[config.mk]
export PLATFORM = sky130hd
export DESIGN_NAME = heartbeat_and_io_event_framer
export DESIGN_NICKNAME = d
export VERILOG_FILES = /design/src/verilog/framer_pkg.sv /design/src/verilog/heartbeat_and_io_event_framer.sv
export SDC_FILE = /design/constraint.sdc
export NUM_CORES = 1
export LEC_CHECK = 0
export BUFFER_PORTS_ARGS = -buffer_cell sky130_fd_sc_hd__clkbuf_2
export CAP_MARGIN = 30
export CORE_MARGIN = 5
export CORE_UTILIZATION = 40
export CTS_CLUSTER_DIAMETER = 200
export DETAILED_ROUTE_END_ITERATION = 16
export PLACE_DENSITY = 0.56
export REMOVE_ABC_BUFFERS = 1
export SYNTH_ARGS = -nofsm -noshare
export SYNTH_HDL_FRONTEND = slang
export SYNTH_SLANG_ARGS = --single-unit
[constraint.sdc]
create_clock -name clk -period 3.73 [get_ports clk]
set_clock_uncertainty 0.2 [all_clocks]
set_input_delay 0.373 -clock clk [delete_from_list [all_inputs] [get_ports clk]]
set_output_delay 0.373 -clock clk [all_outputs]
set_load 0.005 [all_outputs]
[src/verilog/framer_pkg.sv]
// Purpose: Constants for the heartbeat and I/O event report framer
// Assumes: 250 MHz system clock
// Notes: Byte positions count from the start-of-message byte
package framer_pkg;
	localparam logic [7:0] SOP = 8'hfb;
	localparam logic [7:0] HB_LEN = 8'h07;
	localparam logic [7:0] HB_TYPE = 8'h27;
	localparam logic [7:0] HB_STATUS = 8'ha8;
	localparam logic [7:0] EVT_LEN = 8'h12;
	localparam logic [7:0] EVT_TYPE = 8'h28;
	localparam logic [7:0] PWR_INVALID = 8'h7f;
	localparam logic [4:0] HB_LAST = 5'h08;
	localparam logic [4:0] EVT_LAST = 5'h13;
	localparam logic [15:0] HB_OFF = 16'h0000;
	localparam logic [15:0] HB_ONCE = 16'hffff;
	// Averaging filter: alpha = 1/16 as a shift, 4 fraction bits
	localparam int AVG_SHIFT = 4;
	localparam int CLK_MHZ = 250;
	localparam int HB_UNIT_MS = 1000;
	localparam int SEC_CYCLES = HB_UNIT_MS * 1000 * CLK_MHZ;
	localparam int FIFO_DEPTH = 16;
	localparam int FIFO_WIDTH = 9;
	typedef enum logic [2:0] {
		ST_IDLE = 3'b001,
		ST_HB = 3'b010,
		ST_EVT = 3'b100
	} state_t;
endpackage

[src/verilog/heartbeat_and_io_event_framer.sv]
// Behaviour
// Every message starts with byte fb.
// Heartbeat length byte is 07.
// Heartbeat packet type is 27.
// Heartbeat status byte is a8.
// Heartbeat address bytes 04-06, low first.
// Heartbeat byte 07 holds packet power.
// Byte 08 holds 1/16-averaged beacon power.
// Event report length 12, type 28.
// Event report address bytes 03-05, low first.
// Event report byte 06 holds packet power.
// Byte 07 holds input levels 0-5.
// Three 12-bit analog readings, low byte first.
// Trigger-cause flags at bytes 0e-0f.
// Trigger-cause bits 8-15 always zero.
// Two 12-bit output settings, low first.
// Period 0 off, ffff boot only, else seconds.
// Messages sent whole, in order, never interleaved.
//
// Purpose: Frames heartbeat and I/O event report messages into a byte FIFO
// Assumes: All inputs synchronous to clk
// Notes: outLast marks the final byte of each message
`timescale 1ns/1ps

module byte_fifo #(
	parameter int WIDTH = 9,
	parameter int DEPTH = 16
) (
	input wire logic clk,
	input wire logic rst_b,
	input wire logic inValid,
	output logic inReady,
	input wire logic [WIDTH-1:0] inData,
	output logic outValid,
	input wire logic outReady,
	output logic [WIDTH-1:0] outData
);
	localparam int AW = $clog2(DEPTH);
	logic [WIDTH-1:0] mem [DEPTH];
	logic [AW-1:0] wrPtr_r;
	logic [AW-1:0] rdPtr_r;
	logic [AW:0] count_r;
	logic push;
	logic pop;

	assign inReady = (count_r != (AW+1)'(DEPTH));
	assign push = inValid && inReady;
	assign pop = (count_r != '0) && (!outValid || outReady);

	always_ff @(posedge clk) begin
		if (push) begin
			mem[wrPtr_r] <= inData;
		end
	end

	always_ff @(posedge clk or negedge rst_b) begin
		if (!rst_b) begin
			wrPtr_r <= '0;
			rdPtr_r <= '0;
			count_r <= '0;
		end else begin
			if (push) begin
				wrPtr_r <= wrPtr_r + AW'(1);
			end
			if (pop) begin
				rdPtr_r <= rdPtr_r + AW'(1);
			end
			count_r <= count_r + (AW+1)'(push) - (AW+1)'(pop);
		end
	end

	// Output stage register
	always_ff @(posedge clk or negedge rst_b) begin
		if (!rst_b) begin
			outValid <= 1'b0;
			outData <= '0;
		end else if (pop) begin
			outValid <= 1'b1;
			outData <= mem[rdPtr_r];
		end else if (outReady) begin
			outValid <= 1'b0;
		end
	end
endmodule

module heartbeat_and_io_event_framer #(
	parameter int SEC_CYCLES = framer_pkg::SEC_CYCLES,
	parameter int DEPTH = framer_pkg::FIFO_DEPTH
) (
	input wire logic clk,
	input wire logic rst_b,
	input wire logic [15:0] heartbeatPeriodSetting,
	input wire logic [23:0] originAddr,
	input wire logic [7:0] hbRssi,
	input wire logic beaconValid,
	input wire logic [7:0] beaconPower,
	input wire logic ioEventReq,
	output logic ioEventReady,
	input wire logic [7:0] evtRssi,
	input wire logic [5:0] gpioLevels,
	input wire logic [11:0] adc0,
	input wire logic [11:0] adc1,
	input wire logic [11:0] adc2,
	input wire logic [7:0] eventFlags,
	input wire logic [11:0] dac0,
	input wire logic [11:0] dac1,
	output logic outValid,
	input wire logic outReady,
	output logic [7:0] outData,
	output logic outLast
);
	framer_pkg::state_t state_r;
	logic [4:0] idx_r;
	logic [31:0] tickCnt_r;
	logic [15:0] secCnt_r;
	logic bootHb_r;
	logic hbPend_r;
	logic secTick;
	logic signed [11:0] avg_r;
	logic avgValid_r;
	logic signed [11:0] sampleFx;
	logic signed [12:0] avgDiff;
	logic [23:0] hbAddr_r;
	logic [7:0] hbRssi_r;
	logic [7:0] hbAvg_r;
	logic [23:0] evAddr_r;
	logic [7:0] evRssi_r;
	logic [5:0] evGpio_r;
	logic [11:0] evAdc0_r;
	logic [11:0] evAdc1_r;
	logic [11:0] evAdc2_r;
	logic [7:0] evFlags_r;
	logic [11:0] evDac0_r;
	logic [11:0] evDac1_r;
	logic evAccept;
	logic [7:0] wrByte;
	logic wrLast;
	logic wrValid;
	logic wrReady;
	logic wrFire;
	logic [8:0] fifoOut;

	// ------------------------------------------------------------
	// Heartbeat timing
	// ------------------------------------------------------------
	assign secTick = (tickCnt_r == 32'(SEC_CYCLES - 1));

	always_ff @(posedge clk or negedge rst_b) begin
		if (!rst_b) begin
			tickCnt_r <= '0;
		end else if (secTick) begin
			tickCnt_r <= '0;
		end else begin
			tickCnt_r <= tickCnt_r + 32'h1;
		end
	end

	always_ff @(posedge clk or negedge rst_b) begin
		if (!rst_b) begin
			secCnt_r <= '0;
			bootHb_r <= 1'b1;
			hbPend_r <= 1'b0;
		end else begin
			bootHb_r <= 1'b0;
			if (heartbeatPeriodSetting == framer_pkg::HB_OFF ||
			    heartbeatPeriodSetting == framer_pkg::HB_ONCE) begin
				secCnt_r <= '0;
			end else if (secTick) begin
				secCnt_r <= (secCnt_r + 16'h1 >= heartbeatPeriodSetting) ?
					16'h0 : secCnt_r + 16'h1;
			end
			// Set wins over the clear on frame start
			if (heartbeatPeriodSetting != framer_pkg::HB_OFF &&
			    (bootHb_r || (heartbeatPeriodSetting != framer_pkg::HB_ONCE
			    && secTick && secCnt_r + 16'h1 >= heartbeatPeriodSetting)))
				begin
				hbPend_r <= 1'b1;
			end else if (state_r == framer_pkg::ST_IDLE) begin
				hbPend_r <= 1'b0;
			end
		end
	end

	// ------------------------------------------------------------
	// Beacon power averaging
	// ------------------------------------------------------------
	assign sampleFx = 12'(signed'(beaconPower)) <<< framer_pkg::AVG_SHIFT;
	// One bit wider so a full-scale swing cannot wrap
	assign avgDiff = 13'(sampleFx) - 13'(avg_r);

	always_ff @(posedge clk or negedge rst_b) begin
		if (!rst_b) begin
			avg_r <= '0;
			avgValid_r <= 1'b0;
		end else if (beaconValid && beaconPower != framer_pkg::PWR_INVALID)
			begin
			avgValid_r <= 1'b1;
			if (!avgValid_r) begin
				avg_r <= sampleFx;
			end else begin
				avg_r <= avg_r + 12'(avgDiff >>>
					framer_pkg::AVG_SHIFT);
			end
		end
	end

	// ------------------------------------------------------------
	// Event report capture
	// ------------------------------------------------------------
	assign evAccept = ioEventReq && ioEventReady;

	always_ff @(posedge clk or negedge rst_b) begin
		if (!rst_b) begin
			ioEventReady <= 1'b1;
			evAddr_r <= '0;
			evRssi_r <= '0;
			evGpio_r <= '0;
			evAdc0_r <= '0;
			evAdc1_r <= '0;
			evAdc2_r <= '0;
			evFlags_r <= '0;
			evDac0_r <= '0;
			evDac1_r <= '0;
		end else if (evAccept) begin
			ioEventReady <= 1'b0;
			evAddr_r <= originAddr;
			evRssi_r <= evtRssi;
			evGpio_r <= gpioLevels;
			evAdc0_r <= adc0;
			evAdc1_r <= adc1;
			evAdc2_r <= adc2;
			evFlags_r <= eventFlags;
			evDac0_r <= dac0;
			evDac1_r <= dac1;
		end else if (state_r == framer_pkg::ST_EVT && wrFire && wrLast) begin
			ioEventReady <= 1'b1;
		end
	end

	// ------------------------------------------------------------
	// Framing state machine
	// ------------------------------------------------------------
	assign wrValid = (state_r != framer_pkg::ST_IDLE);
	assign wrFire = wrValid && wrReady;

	always_ff @(posedge clk or negedge rst_b) begin
		if (!rst_b) begin
			state_r <= framer_pkg::ST_IDLE;
			idx_r <= '0;
			hbAddr_r <= '0;
			hbRssi_r <= '0;
			hbAvg_r <= '0;
		end else begin
			case (state_r)
				framer_pkg::ST_IDLE: begin
					idx_r <= '0;
					if (hbPend_r) begin
						state_r <= framer_pkg::ST_HB;
						hbAddr_r <= originAddr;
						hbRssi_r <= hbRssi;
						hbAvg_r <= avgValid_r ?
							8'(avg_r >>> framer_pkg::AVG_SHIFT) :
							framer_pkg::PWR_INVALID;
					end else if (!ioEventReady) begin
						state_r <= framer_pkg::ST_EVT;
					end
				end
				framer_pkg::ST_HB, framer_pkg::ST_EVT: begin
					if (wrFire) begin
						idx_r <= idx_r + 5'h1;
						if (wrLast) begin
							state_r <= framer_pkg::ST_IDLE;
						end
					end
				end
				default: begin
					state_r <= framer_pkg::ST_IDLE;
				end
			endcase
		end
	end

	// Byte at the current position
	always_comb begin
		wrByte = 8'h00;
		wrLast = 1'b0;
		if (state_r == framer_pkg::ST_HB) begin
			wrLast = (idx_r == framer_pkg::HB_LAST);
			case (idx_r)
				5'h00: wrByte = framer_pkg::SOP;
				5'h01: wrByte = framer_pkg::HB_LEN;
				5'h02: wrByte = framer_pkg::HB_TYPE;
				5'h03: wrByte = framer_pkg::HB_STATUS;
				5'h04: wrByte = hbAddr_r[7:0];
				5'h05: wrByte = hbAddr_r[15:8];
				5'h06: wrByte = hbAddr_r[23:16];
				5'h07: wrByte = hbRssi_r;
				5'h08: wrByte = hbAvg_r;
				default: wrByte = 8'h00;
			endcase
		end else if (state_r == framer_pkg::ST_EVT) begin
			wrLast = (idx_r == framer_pkg::EVT_LAST);
			case (idx_r)
				5'h00: wrByte = framer_pkg::SOP;
				5'h01: wrByte = framer_pkg::EVT_LEN;
				5'h02: wrByte = framer_pkg::EVT_TYPE;
				5'h03: wrByte = evAddr_r[7:0];
				5'h04: wrByte = evAddr_r[15:8];
				5'h05: wrByte = evAddr_r[23:16];
				5'h06: wrByte = evRssi_r;
				5'h07: wrByte = {2'h0, evGpio_r};
				5'h08: wrByte = evAdc0_r[7:0];
				5'h09: wrByte = {4'h0, evAdc0_r[11:8]};
				5'h0a: wrByte = evAdc1_r[7:0];
				5'h0b: wrByte = {4'h0, evAdc1_r[11:8]};
				5'h0c: wrByte = evAdc2_r[7:0];
				5'h0d: wrByte = {4'h0, evAdc2_r[11:8]};
				5'h0e: wrByte = evFlags_r;
				5'h0f: wrByte = 8'h00;
				5'h10: wrByte = evDac0_r[7:0];
				5'h11: wrByte = {4'h0, evDac0_r[11:8]};
				5'h12: wrByte = evDac1_r[7:0];
				5'h13: wrByte = {4'h0, evDac1_r[11:8]};
				default: wrByte = 8'h00;
			endcase
		end
	end

	// ------------------------------------------------------------
	// Output buffer
	// ------------------------------------------------------------
	byte_fifo #(
		.WIDTH(framer_pkg::FIFO_WIDTH),
		.DEPTH(DEPTH)
	) u_fifo (
		.clk(clk),
		.rst_b(rst_b),
		.inValid(wrValid),
		.inReady(wrReady),
		.inData({wrLast, wrByte}),
		.outValid(outValid),
		.outReady(outReady),
		.outData(fifoOut)
	);

	assign outData = fifoOut[7:0];
	assign outLast = fifoOut[8];

	// ------------------------------------------------------------
	// Checks
	// ------------------------------------------------------------
	a_sop_first: assert property (@(posedge clk) disable iff (!rst_b)
		(wrFire && idx_r == 5'h00) |-> wrByte == 8'hfb)
		else $error("message does not start with fb");
	a_hb_len: assert property (@(posedge clk) disable iff (!rst_b)
		(state_r == framer_pkg::ST_HB && idx_r == 5'h01) |->
		wrByte == 8'h07)
		else $error("heartbeat length wrong");
	a_hb_type: assert property (@(posedge clk) disable iff (!rst_b)
		(state_r == framer_pkg::ST_HB && idx_r == 5'h02) |->
		wrByte == 8'h27)
		else $error("heartbeat type wrong");
	a_hb_status: assert property (@(posedge clk) disable iff (!rst_b)
		(state_r == framer_pkg::ST_HB && idx_r == 5'h03) |->
		wrByte == 8'ha8)
		else $error("heartbeat status wrong");
	a_hb_addr: assert property (@(posedge clk) disable iff (!rst_b)
		(state_r == framer_pkg::ST_HB && idx_r == 5'h06) |->
		wrByte == hbAddr_r[23:16])
		else $error("heartbeat address order wrong");
	a_evt_header: assert property (@(posedge clk) disable iff (!rst_b)
		(state_r == framer_pkg::ST_EVT && idx_r == 5'h01 && wrFire) |=>
		(wrByte == 8'h28 || !wrFire))
		else $error("event report type wrong");
	a_flags_high: assert property (@(posedge clk) disable iff (!rst_b)
		(state_r == framer_pkg::ST_EVT && idx_r == 5'h0f) |->
		wrByte == 8'h00)
		else $error("trigger-cause high byte not zero");
	a_hb_disabled: assert property (@(posedge clk) disable iff (!rst_b)
		(heartbeatPeriodSetting == 16'h0000 && !hbPend_r) |=>
		!hbPend_r)
		else $error("heartbeat raised while disabled");
	a_frame_whole: assert property (@(posedge clk) disable iff (!rst_b)
		(wrFire && !wrLast) |=> (state_r == $past(state_r) &&
		idx_r == $past(idx_r) + 5'h1))
		else $error("message interrupted");
endmodule
Yosys cells after proc, flatten, opt, wreduce, memory -nomap -nowiden
Memories as Yosys holds them, arrays and structs flattened. A register that Yosys moved wholly into a read port is not among the register bits.
Index checks and enable logic that the tools add are counted.
- input bits: 143
- memories: 1
- RAM bits: 144
- logic and storage cells: 120
- flip-flop bits (word level): 232
- output and inout bits: 11
- bits in latches: 0
- ROM bits: 0
- memory list (name ; depth ; width ; read ports ; clocked after memory_dff ; write ports ; RTL line ; text):
    u_fifo.mem ; 16 ; 9 ; 1 ; 1 ; 1 ; heartbeat_and_io_event_framer.sv:39 ; logic [WIDTH-1:0] mem [DEPTH];
- bitwise logic cells: 0
- shifts and indexed selects: 0
- reductions and logical operators: 27
- mux-type cells: 27
- equal/unequal tests: 30
- multiply operators: 0
- div/mod/pow operators: 0
- add/sub/neg operators: 9
- order comparisons: 1
- operator list (cell ; number):
    $pmux 8 s19 ; 1
    $pmux 8 s9 ; 1
    $mux 16 ; 3
    $eq 5x4->1 const B ; 7
    $add 32x1->32 const B ; 1
    $eq 32x28->1 const B ; 1
    $mux 32 ; 1
    $mux 8 ; 3
    $eq 5x3->1 const B ; 4
    $eq 5x5->1 const B ; 4
    $add 16x1->16 const B ; 1
    $eq 16x16->1 const B ; 1
    $ge 16x16->1 ; 1
    $logic_not 16->1 ; 1
    $ne 16x16->1 const B ; 1
    $reduce_bool 16->1 ; 1
    $sub 12x12->13 ; 1
    $add 12x9->12 ; 1
    $mux 12 ; 1
    $mux 3 ; 4
    $eq 5x2->1 const B ; 2
    $mux 1 ; 10
    $pmux 5 s2 ; 1
    $reduce_bool 2->1 ; 5
    other kinds (24) ; 37

Depth between registers and ports, before layout
Gate-level depths: netlist of the first run.
- word-level depth: 6
- gate-level depth with buffers: 17
- depth with buffers taken out: 17

Hierarchy
From an unflattened synthesis of the first run, not the netlist that was laid out.
- cells, all modules: 1425
- area, all modules: 18306.3 sq um
- modules (own cells, without submodules) (module ; instances ; cells each ; seq. area each (sq um) ; area each (sq um)):
    heartbeat_and_io_event_framer ; 1 ; 1092 ; 5459.0 ; 11692.5
    byte_fifo ; 1 ; 333 ; 4899.7 ; 6613.8

Worst setup path after synthesis of the first run
Ideal clock, no wire load.
- path type: reg2reg
- start point: register avg_r[5]
- end point: register avg_r[10]
- slack: 0.394 ns
- arrival time: 3.015 ns
- buffers on the path: 0
- cell stages (with the launch flop): 17
- period minus slack after synthesis: 3.336 ns
- library setup time: 0.122 ns
- required time: 3.408 ns
- path through: dfrtp_1 > inv_1 > ha_1 > nand3_1 > o211ai_4 > o31a_4 > o21ai_0 > nand2b_1 > a21oi_1 > xnor2_1 > ha_1 > a21o_1 > o32ai_1 > a21oi_1 > a31oi_1 > mux2i_1 > nand2_1
- longest elaborated chain between the ends: 3
- ends and longest elaborated chain (element ; RTL line ; text):
    from (decl) ; heartbeat_and_io_event_framer.sv:119 ; logic signed [11:0] avg_r;
    from (signal assigned) ; heartbeat_and_io_event_framer.sv:199 ; avg_r <= sampleFx;
    from (signal assigned) ; heartbeat_and_io_event_framer.sv:201 ; avg_r <= avg_r + 12'(avgDiff >>>
    $sub 12x12->13 ; heartbeat_and_io_event_framer.sv:189 ; assign avgDiff = 13'(sampleFx) - 13'(avg_r);
    $add 12x9->12 * ; heartbeat_and_io_event_framer.sv:201 ;
    $mux 12 * ; heartbeat_and_io_event_framer.sv:198 ; if (!avgValid_r) begin
Mark *: on every way between the ends. The rest lies on a longest branch, timed or not.
A chain may end at the register's enable or synchronous reset.

Worst setup path after layout of the first run
- start point: input beaconPower[0]
- end point: register avg_r[10]
- longest elaborated chain between the ends: 3
- elaborated cells between the ends (all ways): 5
- those cells by class: 2 x add/sub; 1 x eq/ne; 1 x mux; 1 x reduce/logical
- ends and longest elaborated chain (element ; RTL line ; text):
    from (decl) ; heartbeat_and_io_event_framer.sv:96 ; input wire logic [7:0] beaconPower,
    $sub 12x12->13 ; heartbeat_and_io_event_framer.sv:189 ;
    $add 12x9->12 ; heartbeat_and_io_event_framer.sv:201 ;
    $mux 12 ; heartbeat_and_io_event_framer.sv:198 ;
Parallel ways exist; a longest one is shown, timed or not.

==> results.yml, run 1 <==
setup_path:
  arrival_ns: 3.79
  cp_slowest_cell: "dlygate4sd3_1"
  endpoint_kind: "flop"
  critical_path.max_stage_delay_ns: 0.53
  crit_buf_inv: 2
  crit_path_cell_trace: "dlygate4sd3_1, clkbuf_2, ha_1, nand3_2, o211ai_4, o31a_4, o21ai_0, nand2b_1, a21oi_1, xnor2_1, ha_1, a21o_1, o32ai_1, a21oi_1, a31oi_1, mux2i_1, nand2_1"
  path_class: "input pin to flop"
  crit_fanout: 4
  cp-start-kind: "input pin"
  critPathRequiredTime_ns: 3.97
  crit_family: "compound AO/OA/AOI/OAI gates"
grt:
  grt_util_all_layers: 0.1860
  grt-ovfl-total: 0
  grt_start_max_net_pins: 107
  grt_pass1_vias: 13246
  grt_pass1_wl_um: 74690
  antenna_found_initial: 0
pwr:
  p_clk_frac: 0.278
  total_power_mw: 15.66
  p_per_area_nw_per_um2: 685.0
  p_sw_frac: 0.3224
  p_switching_mw: 5.049
  p_int_mw: 10.61
  pwr-share-seq: 0.381
  worst_ir_drop_vdd_mv: 0.5067
  comb_power_share: 0.341
  p_leak_nw: 9.682
yosys:
  synth_area_leader_cell: "dfrtp_1"
  netlist-cell-type-count: 74
  synthesis.area_um2: 18380
  synth_simple_gate_area_share: 0.1019
  synth_edf_count: 144
  synth_top_area_frac: 0.3241
  post_synth.cell_area_avg_um2: 12.84
  netlist_top_cells_count: "dfrtp_1 (238), mux2_2 (149), edfxtp_1 (144), nor2_1 (83), nand2_1 (78)"
  synth_flop_cell: "dfrtp_1"
  post-synth-top-count-cell: "dfrtp_1"
  syn_inst: 1431
  synth_seq_area_share: 0.5637
  synthMuxAreaShare: 0.1514
  synthArstFlopShare: 0.6260
  synth-compound-area-share: 0.08600
  yosysWarnings: 0
  synthAdderAreaFrac: 0.03963
  synth_top_family_by_area: "multiplexers"
  yosys-top-cells-area: "dfrtp_1 (32%), edfxtp_1 (24%), mux2_2 (9.1%)"
  synth_seq_cells: 385
  synth_xor_area_frac: 0.03098
floorplanning:
  start_util: 0.4049
  io_pins: 154
  die_x_um: 224.3
  fp.dieH_um: 224.3
  core_um2: 45380
  dieArea_um2: 50320
  fp-row-count: 78
status:
  status: "complete, no violations"
drt:
  drt_iter0_drc: 745
  drc_errors: 0
  drt_first_pass_iters: 5
  vias: 12709
  ant_nets: 0
  viasPerCell: 5.353
  wl_per_cell_um: 19.82
  totalWireLength_um: 47040
cts:
  insertion_delay_ns: 0.58
  clockBufferDepth: 3
  clkTransAtPathRegs_ns: 0.06
  cts.sinks: 385
  htree_num_levels: 2
  cts_buffers: 44
  cts_root_buffer: "clkbuf_16"
  tritoncts: "done"
sta:
  fin_ws_ns: 0.1749
  finalCriticalPeriod_ns: 3.555
  setup_viol: 0
  fmax_mhz: 281.3
  slew_headroom: 0.3802
  hold_violations: 0
  min_period_over_period: 0.9531
  max_slew.worst_pin.slew_ns: 0.9236
  drv_slew: 0
place:
  place_inst: 2168
  io_buffers: 153
  dp_hpwl_um: 31890
  dp_slack_ns: 0.1083
  place_congestion: 0.8477
cells_and_area:
  nNetsFinal: 1941
  fin_cells: 2374
  area_growth_pct: 24.43
  fillers: 3951
  layout-drive-gt1-share: 0.2830
  n_antenna_cell: 0
job:
  drv_cap: 0
worst_hold_path:
  hold_class: "input pin to flop"
==> cell families (layout without fill, tap and decap cells) <==
family                     after synthesis  in the layout
DFF                                    385            385
and+or+nand+nor                        364            364
AOI/OAI and AO/OA                      234            234
muxes                                  203            203
buffers and inverters                  122            465
xor gates and xnor gates                65             65
adders and majority gates               57             57
other                                    1              1
==> power by group through the flow <==
stage	registers (mW)	clock network [mW]	logic, mW
5_1_grt	6.07	4.64	5.91
3_5_place_dp	6.06	0	5.15
2_1_floorplan	5.99	0	3.59
3_3_place_gp	6.03	0	5.08
6_report	5.97	4.35	5.34
4_1_cts	5.98	4.47	5.28
==> worst register-to-register path: cells and delay by family, from the launching register on <==
kind / cells / cell delay [ns]
simple gates: 3 / 0.28
mux: 1 / 0.21
buf+inv: 1 / 0.07
flops: 1 / 0.37
xor+xnor: 1 / 0.09
fa+ha+maj: 2 / 0.71
compound gates: 8 / 1.49
==> repair_timing <==
action | 4_1_cts | 5_1_grt
resized for setup | 0 | 9
hold buffers | 122 | 0
setup endpoints to repair | 0 | 20
setup buffers | 0 | 5
endpoints found under the hold margin | 246 | 0
==> path summary, 6_finish.rpt <==
kind / cells after the start / endpoint / from / slack [ns]
max reg2reg: 16 / avg_r[10] / avg_r[6] / 0.20
min in group asynchronous: 2 / u_fifo.outData[1] / rst_b / 0.27
max: 17 / avg_r[10] / beaconPower[0] / 0.17
max in group asynchronous: 3 / bootHb_r / rst_b / 2.12
min: 4 / avg_r[11] / beaconPower[7] / 0.05
min reg2reg: 1 / tickCnt_r[4] / tickCnt_r[4] / 0.30
==> metrics by stage <==
step	util	instance area (um2)	setup TNS (ns)	hold WS (ns)
6_report	0.5038	22860	0	0.05314
5_1_grt	0.5038	22860	-0.009772	0.06331
4_1_cts	0.5022	22790	0	0.01102
3_5_place_dp	0.4428	20100	0	0.2825
3_3_place_gp	0.4428	20100	0	0.2733
2_1_floorplan	-	18110	0	-0.1226
==> routing by layer <==
layer  vias to the layer above  part of all wire  wire, um  global-route usage
met5                         -                 0         0                   0
met2                       283              0.49     23080              0.3100
met3                        78             0.040      1876             0.02597
met4                         0             0.029      1357             0.06070
met1                      6385              0.44     20730              0.2535
li1                       5963                 -         -                   -
==> final cells by class <==
cell class	instances	area, um2	area share
clock buffers	58	1214	0.05308
clock inverters	21	260.3	0.01138
inverters	57	214.0	0.009358
multi-input cells	924	7601	0.3324
flip-flops and latches	385	10360	0.4531
well taps	600	750.7	0.03283
repair buffers	329	2465	0.1078
==> sequential cells by signal (all words and copies together), names as in the netlist, 3 cells and up <==
signal and flops:
hbRssi_r 8, u_fifo.mem 144, evAdc2_r 12, evRssi_r 8, evFlags_r 8, evDac1_r 12, u_fifo.rdPtr_r 4, idx_r 5
hbAddr_r 24, u_fifo.wrPtr_r 4, evDac0_r 12, evAdc1_r 12, state_r 3, avg_r 12, evGpio_r 6, u_fifo.count_r 5
evAdc0_r 12, tickCnt_r 32, evAddr_r 24, secCnt_r 16, u_fifo.outData 9, hbAvg_r 8
==> placed cells by master (no fill, tap or decap), types with 49 or more instances in the layout <==
cell type | netlist | layout
buf_4 | 3 | 49
clkbuf_2 | 0 | 152
dfrtp_1 | 238 | 237
dlygate4sd3_1 | 0 | 122
edfxtp_1 | 144 | 144
ha_1 | 55 | 54
inv_1 | 56 | 56
mux2_2 | 149 | 149
nand2_1 | 78 | 75
nor2_1 | 83 | 83
o21ai_0 | 58 | 57
Power figures use the tool's default switching activity.
==> run 2: changes to the inputs <==
Settings changed: CELL_PAD_IN_SITES_DETAIL_PLACEMENT from default to 2, CELL_PAD_IN_SITES_GLOBAL_PLACEMENT from default to 2, GPL_ROUTABILITY_DRIVEN from default to 0, PLACE_DENSITY 0.56 to 0.76.
==> results.yml, run 2 (synthesis results as in run 1) <==
status:
  status: "complete, no violations"
cts:
  htree_num_levels: 2
  cts.sinks: 385
  insertion_delay_ns: 0.60
  clkTransAtPathRegs_ns: 0.06
  clockBufferDepth: 3
  tritoncts: "done"
  cts_root_buffer: "clkbuf_16"
  cts_buffers: 44
grt:
  grt_use_met3: 0.03994
  grt_start_max_net_pins: 105
  grt_util_all_layers: 0.2617
  grt-ovfl-total: 0
  use_met1: 0.3193
  use_met2: 0.4663
  grt_pass1_wl_um: 100900
  grt_pass1_vias: 15720
  top_usage_layer: "met2"
  antenna_found_initial: 5
sta:
  min_period_over_period: 0.9972
  whs_ns: 0.05511
  hold_violations: 0
  setup_viol: 0
  finalCriticalPeriod_ns: 3.719
  fin_ws_ns: 0.01054
  drv_slew: 0
  rsz0062_at_grt: "yes"
  max_slew.worst_pin.slew_ns: 0.9636
  fmax_mhz: 268.9
  slew_headroom: 0.3576
drt:
  totalWireLength_um: 66370
  drt_first_pass_iters: 5
  drt_iter0_drc: 966
  viasPerCell: 5.768
  ant_nets: 0
  wl_per_cell_um: 27.94
  vias: 13698
  drc_errors: 0
cells_and_area:
  layout_commonest_cell: "dfrtp_1"
  finish.utilization: 0.5027
  reg_top3: "u_fifo.mem: 144 flops, tickCnt_r: 32 flops"
  area_growth_pct: 24.15
  top_register: "u_fifo.mem"
  final_area_um2: 22810
  largest_reg_flops: 144
  final_cell_mix: "dfrtp_1 (237), clkbuf_2 (152), mux2_2 (149)"
  fillers: 4376
  layout-drive-gt1-share: 0.2798
  nNetsFinal: 1936
pwr:
  p_per_area_nw_per_um2: 718.2
  p_leak_nw: 9.609
  total_power_mw: 16.39
  worst_ir_drop_vdd_mv: 0.5115
worst_hold_path:
  whs_path_depth: 3
  hold_class: "input pin to flop"
  hold_start: "beaconPower[5]"
floorplanning:
  io_pins: 154
  fp-row-count: 78
  start_util: 0.4049
  fp.dieH_um: 224.3
  core_um2: 45380
  dieArea_um2: 50320
  die_x_um: 224.3
setup_path:
  crit_fanout: 4
  r2r_start: "avg_r[6]"
  critPathLaunch: "avg_r[6]"
  arrival_ns: 4.00
  critPathRequiredTime_ns: 4.01
  endpoint_kind: "flop"
  cp-start-kind: "flop"
  ff2ff_path_depth: 16
  path_class: "flop to flop"
place:
  dp_hpwl_um: 40840
  dp_slack_ns: -0.1284
  place_area_um2: 20080
  io_buffers: 153
job:
  drv_cap: 0
==> run 2: cell types whose count changed in the layout (fill, tap and decap cells not counted), moves of 3 or more <==
cell      previous run  this run
clkinv_2             9         2
diode_2              0         6
ha_1                54        51
clkbuf_1             8        18
buf_4               49        44
==> run 2: layer usage <==
metal	up-vias	wire length (um)	part of all wire
met1	7161	26090	0.39
met5	-	13	0.00020
met3	150	3009	0.045
li1	5946	-	-
met2	439	34600	0.52
met4	2	2660	0.040
==> run 2: worst max-delay path, stage by stage (launching register included) <==
cell and delay, ns:
dfrtp_1 0.37, inv_1 0.08, ha_1 0.35, nand3_1 0.16, o211ai_4 0.10, o31a_4 0.31, o21ai_2 0.15, nand2b_1 0.15
xor2_2 0.21, ha_1 0.34, nand2_1 0.05, o21ai_0 0.20, o21ai_2 0.11, o21ai_0 0.29, xnor2_1 0.14, a31oi_1 0.21
a2bb2oi_1 0.17
==> run 2: power breakdown <==
part           switching (mW)  leakage [nW]  internal, mW
Clock                    1.91         0.668          2.47
Sequential              0.621          4.26          5.42
Combinational            3.31          4.68          2.65
Total                    5.84          9.61          10.5
==> run 2: worst paths after layout <==
| check | slack, ns | endpoint |
|---|---|---|
| max in group asynchronous | 2.15 | hbAddr_r[17] |
| max reg2reg | 0.01 | avg_r[11] |
| min in group asynchronous | 0.20 | evDac1_r[1] |
| max | 0.01 | avg_r[11] |
| min | 0.06 | avg_r[9] |
| min reg2reg | 0.31 | evAddr_r[7] |
==> run 2: area by class of cell <==
class / count / area [um2] / area share
Tap cell: 600 / 750.7 / 0.03291
Clock buffer: 67 / 1249 / 0.05474
Clock inverter: 12 / 152.6 / 0.006691
Multi-Input combinational cell: 924 / 7635 / 0.3347
Antenna cell: 6 / 15.01 / 0.0006581
Timing Repair Buffer: 324 / 2437 / 0.1068
Sequential cell: 385 / 10360 / 0.4541
Inverter: 57 / 214.0 / 0.009379
==> run 2: timing repair <==
item | 4_1_cts | 5_1_grt
gates cloned | 0 | 0
setup endpoints to repair | 3 | 16
pin swaps | 1 | 4
endpoints found under the hold margin | 242 | 0
hold buffers | 121 | 0
setup buffers | 2 | 2
resized for setup | 2 | 15
==> run 2: through the flow <==
stage / TNS (ns) / instances
final: 0 / 2375
after global routing: -0.1809 / 2373
after CTS: 0 / 2367
after detailed placement: -0.1284 / 2165
after global placement: 0 / 2165
after floorplan: 0 / 1366
==> run 3: changes to the inputs <==
Settings changed: ABC_AREA from default to 1, CAP_MARGIN 30 to 25, CORE_UTILIZATION 40 to 37, PLACE_DENSITY 0.76 to 0.79.
==> results.yml, run 3 <==
status:
  status: "complete, no violations"
grt:
  grt_start_max_net_pins: 109
  grt_util_all_layers: 0.2530
  antenna_found_initial: 4
  grt_pass1_vias: 18872
  grt_pass1_wl_um: 111300
  grt-ovfl-total: 0
setup_path:
  path_class: "input pin to flop"
  arrival_ns: 3.60
  cp-start-kind: "input pin"
  endpoint_kind: "flop"
  ff2ff_setup_slack_ns: 0.38
  crit_fanout: 3
  critPathRequiredTime_ns: 3.98
yosys:
  post_synth.cell_area_avg_um2: 8.737
  synth_seq_area_share: 0.5504
  yosysWarnings: 0
  synth_area_leader_cell: "dfrtp_1"
  syn_inst: 2154
  netlist_top_cells_count: "nand2_1 (617), dfrtp_1 (238), nor2_1 (234), inv_1 (185), o21ai_0 (185)"
  netlist-cell-type-count: 52
  synth_flop_cell: "dfrtp_1"
  post-synth-top-count-cell: "nand2_1"
  yosys-top-cells-area: "dfrtp_1 (32%), edfxtp_1 (23%), nand2_1 (12%)"
  synth_edf_count: 144
  synthArstFlopShare: 0.6260
  synth_top_area_frac: 0.3164
  synth_seq_cells: 385
  synthesis.area_um2: 18820
floorplanning:
  core_um2: 50270
  start_util: 0.3744
  die_x_um: 235.5
  io_pins: 154
  fp.dieH_um: 235.5
  fp-row-count: 82
  dieArea_um2: 55480
drt:
  drt_iter0_drc: 893
  vias: 16603
  drc_errors: 0
  ant_nets: 0
  totalWireLength_um: 71490
  drt_first_pass_iters: 5
  wl_per_cell_um: 22.70
  viasPerCell: 5.272
cts:
  htree_num_levels: 2
  tritoncts: "done"
  insertion_delay_ns: 0.58
  cts_buffers: 45
  clkTransAtPathRegs_ns: 0.06
  cts.sinks: 385
  clockBufferDepth: 3
  cts_root_buffer: "clkbuf_16"
cells_and_area:
  layout_commonest_cell: "nand2_1"
  top_register: "u_fifo.mem"
  nNetsFinal: 2636
  final_cell_mix: "nand2_1 (616), dfrtp_1 (236), nor2_1 (234)"
  area_growth_pct: 23.56
  largest_reg_flops: 144
  layout-drive-gt1-share: 0.1245
  reg_top3: "u_fifo.mem: 144 flops, tickCnt_r: 32 flops"
  fin_cells: 3149
place:
  place_inst: 2941
  dp_hpwl_um: 45390
  io_buffers: 153
sta:
  fmax_mhz: 298.2
  drv_slew: 0
  finalCriticalPeriod_ns: 3.353
  setup_viol: 0
  fin_tns_setup_ns: 0
  rsz0062_at_grt: "no"
  max_slew.worst_pin.slew_ns: 1.002
  min_period_over_period: 0.8989
  slew_headroom: 0.3323
  hold_violations: 0
pwr:
  worst_ir_drop_vdd_mv: 0.3740
  pwr-share-seq: 0.375
  p_leak_nw: 10.65
  p_int_mw: 10.52
  p_switching_mw: 6.713
  p_per_area_nw_per_um2: 741.2
  p_sw_frac: 0.3894
  p_clk_frac: 0.271
  comb_power_share: 0.354
worst_hold_path:
  hold_class: "input pin to flop"
job:
  drv_cap: 0
run 3: cell types whose count changed in the layout (fill, tap and decap cells not counted), moves of 45 or more:
cell,change
mux4_2,-45
nand2_1,+540
inv_1,+129
mux2_2,-149
o21ai_0,+130
nor2_1,+151
run 3: cells by family after synthesis:
logic type / count (synthesis) / share of synthesized area
adder cells (fa/ha/maj): 57 / 0.03869
XOR/XNOR: 57 / 0.02653
other: 1 / 0.0001993
AND/OR/NAND/NOR: 1029 / 0.2253
flip-flops: 385 / 0.5504
AO/OA/AOI/OAI: 336 / 0.09959
buffers and inverters: 289 / 0.05930
run 3: per-layer routing:
metal  GRT usage  up-vias  routed length, um
met4     0.07407        0               2021
met2      0.4681      341              37560
met5           0        -                  0
met3     0.03327      112               2462
met1      0.3079     8486              29440
li1            -     7664                  -
run 3: worst max-delay path: stages:
cell	delay, ns
dlygate4sd3_1	0.53
clkbuf_2	0.13
ha_1	0.34
nand2_1	0.10
nand2_1	0.06
nor2_1	0.09
nand2_1	0.11
a31oi_1	0.17
xor2_1	0.19
inv_1	0.09
ha_1	0.33
nand2_1	0.09
nor3_1	0.24
nand2_1	0.15
a21oi_1	0.23
nor2_1	0.07
nand2_1	0.07
nand3_1	0.07
nand2_1	0.10
nand2_1	0.06
run 3: cell type report:
class / count / area (um2)
inverters: 216 / 812.0
repair buffers: 308 / 2332
multi-input cells: 1480 / 7353
fillers: 5525 / 27020
clock inverters: 15 / 206.4
well taps: 672 / 840.8
diodes: 4 / 10.01
flip-flops and latches: 385 / 10360
clock buffers: 69 / 1339
run 3: final timing paths:
| kind | cells after the start | endpoint | startpoint |
|---|---|---|---|
| setup / recovery | 20 | avg_r[9] | beaconPower[3] |
| hold / removal | 5 | avg_r[11] | beaconPower[7] |
| setup reg to reg | 18 | avg_r[9] | avg_r[5] |
| hold reg to reg | 1 | tickCnt_r[0] | tickCnt_r[0] |
| max in group asynchronous | 3 | tickCnt_r[24] | rst_b |
| min in group asynchronous | 2 | avg_r[7] | rst_b |
run 3: per-stage QoR:
step | worst slack (ns) | hold slack (ns) | cell area (um2) | utilization | power (mW)
6_report | 0.3770 | 0.02700 | 23250 | 0.4626 | 17.24
5_1_grt | 0.08946 | 0.06319 | 23250 | 0.4626 | 18.32
4_1_cts | 0.3503 | 0.01185 | 23220 | 0.4618 | 17.23
3_5_place_dp | 0.3453 | 0.2581 | 20480 | 0.4074 | 12.34
3_3_place_gp | 0.5373 | 0.2388 | 20480 | 0.4074 | 11.79
2_1_floorplan | -1.252 | -0.1226 | 18520 | - | 9.957
run 3: power groups by stage:
stage / combinational, mW / clock, mW / sequential (mW)
floorplan: 3.61 / 0 / 6.34
global placement: 5.41 / 0 / 6.39
detailed placement: 5.87 / 0 / 6.47
CTS: 6.07 / 4.74 / 6.42
global route: 6.81 / 4.95 / 6.56
finish: 6.10 / 4.68 / 6.46
run 3: repair_timing:
| action | 4_1_cts | 5_1_grt |
|---|---|---|
| gates resized for setup | 0 | 0 |
| endpoints found under the hold margin | 242 | 0 |
| buffers inserted | 0 | 0 |
| hold buffers | 119 | 0 |
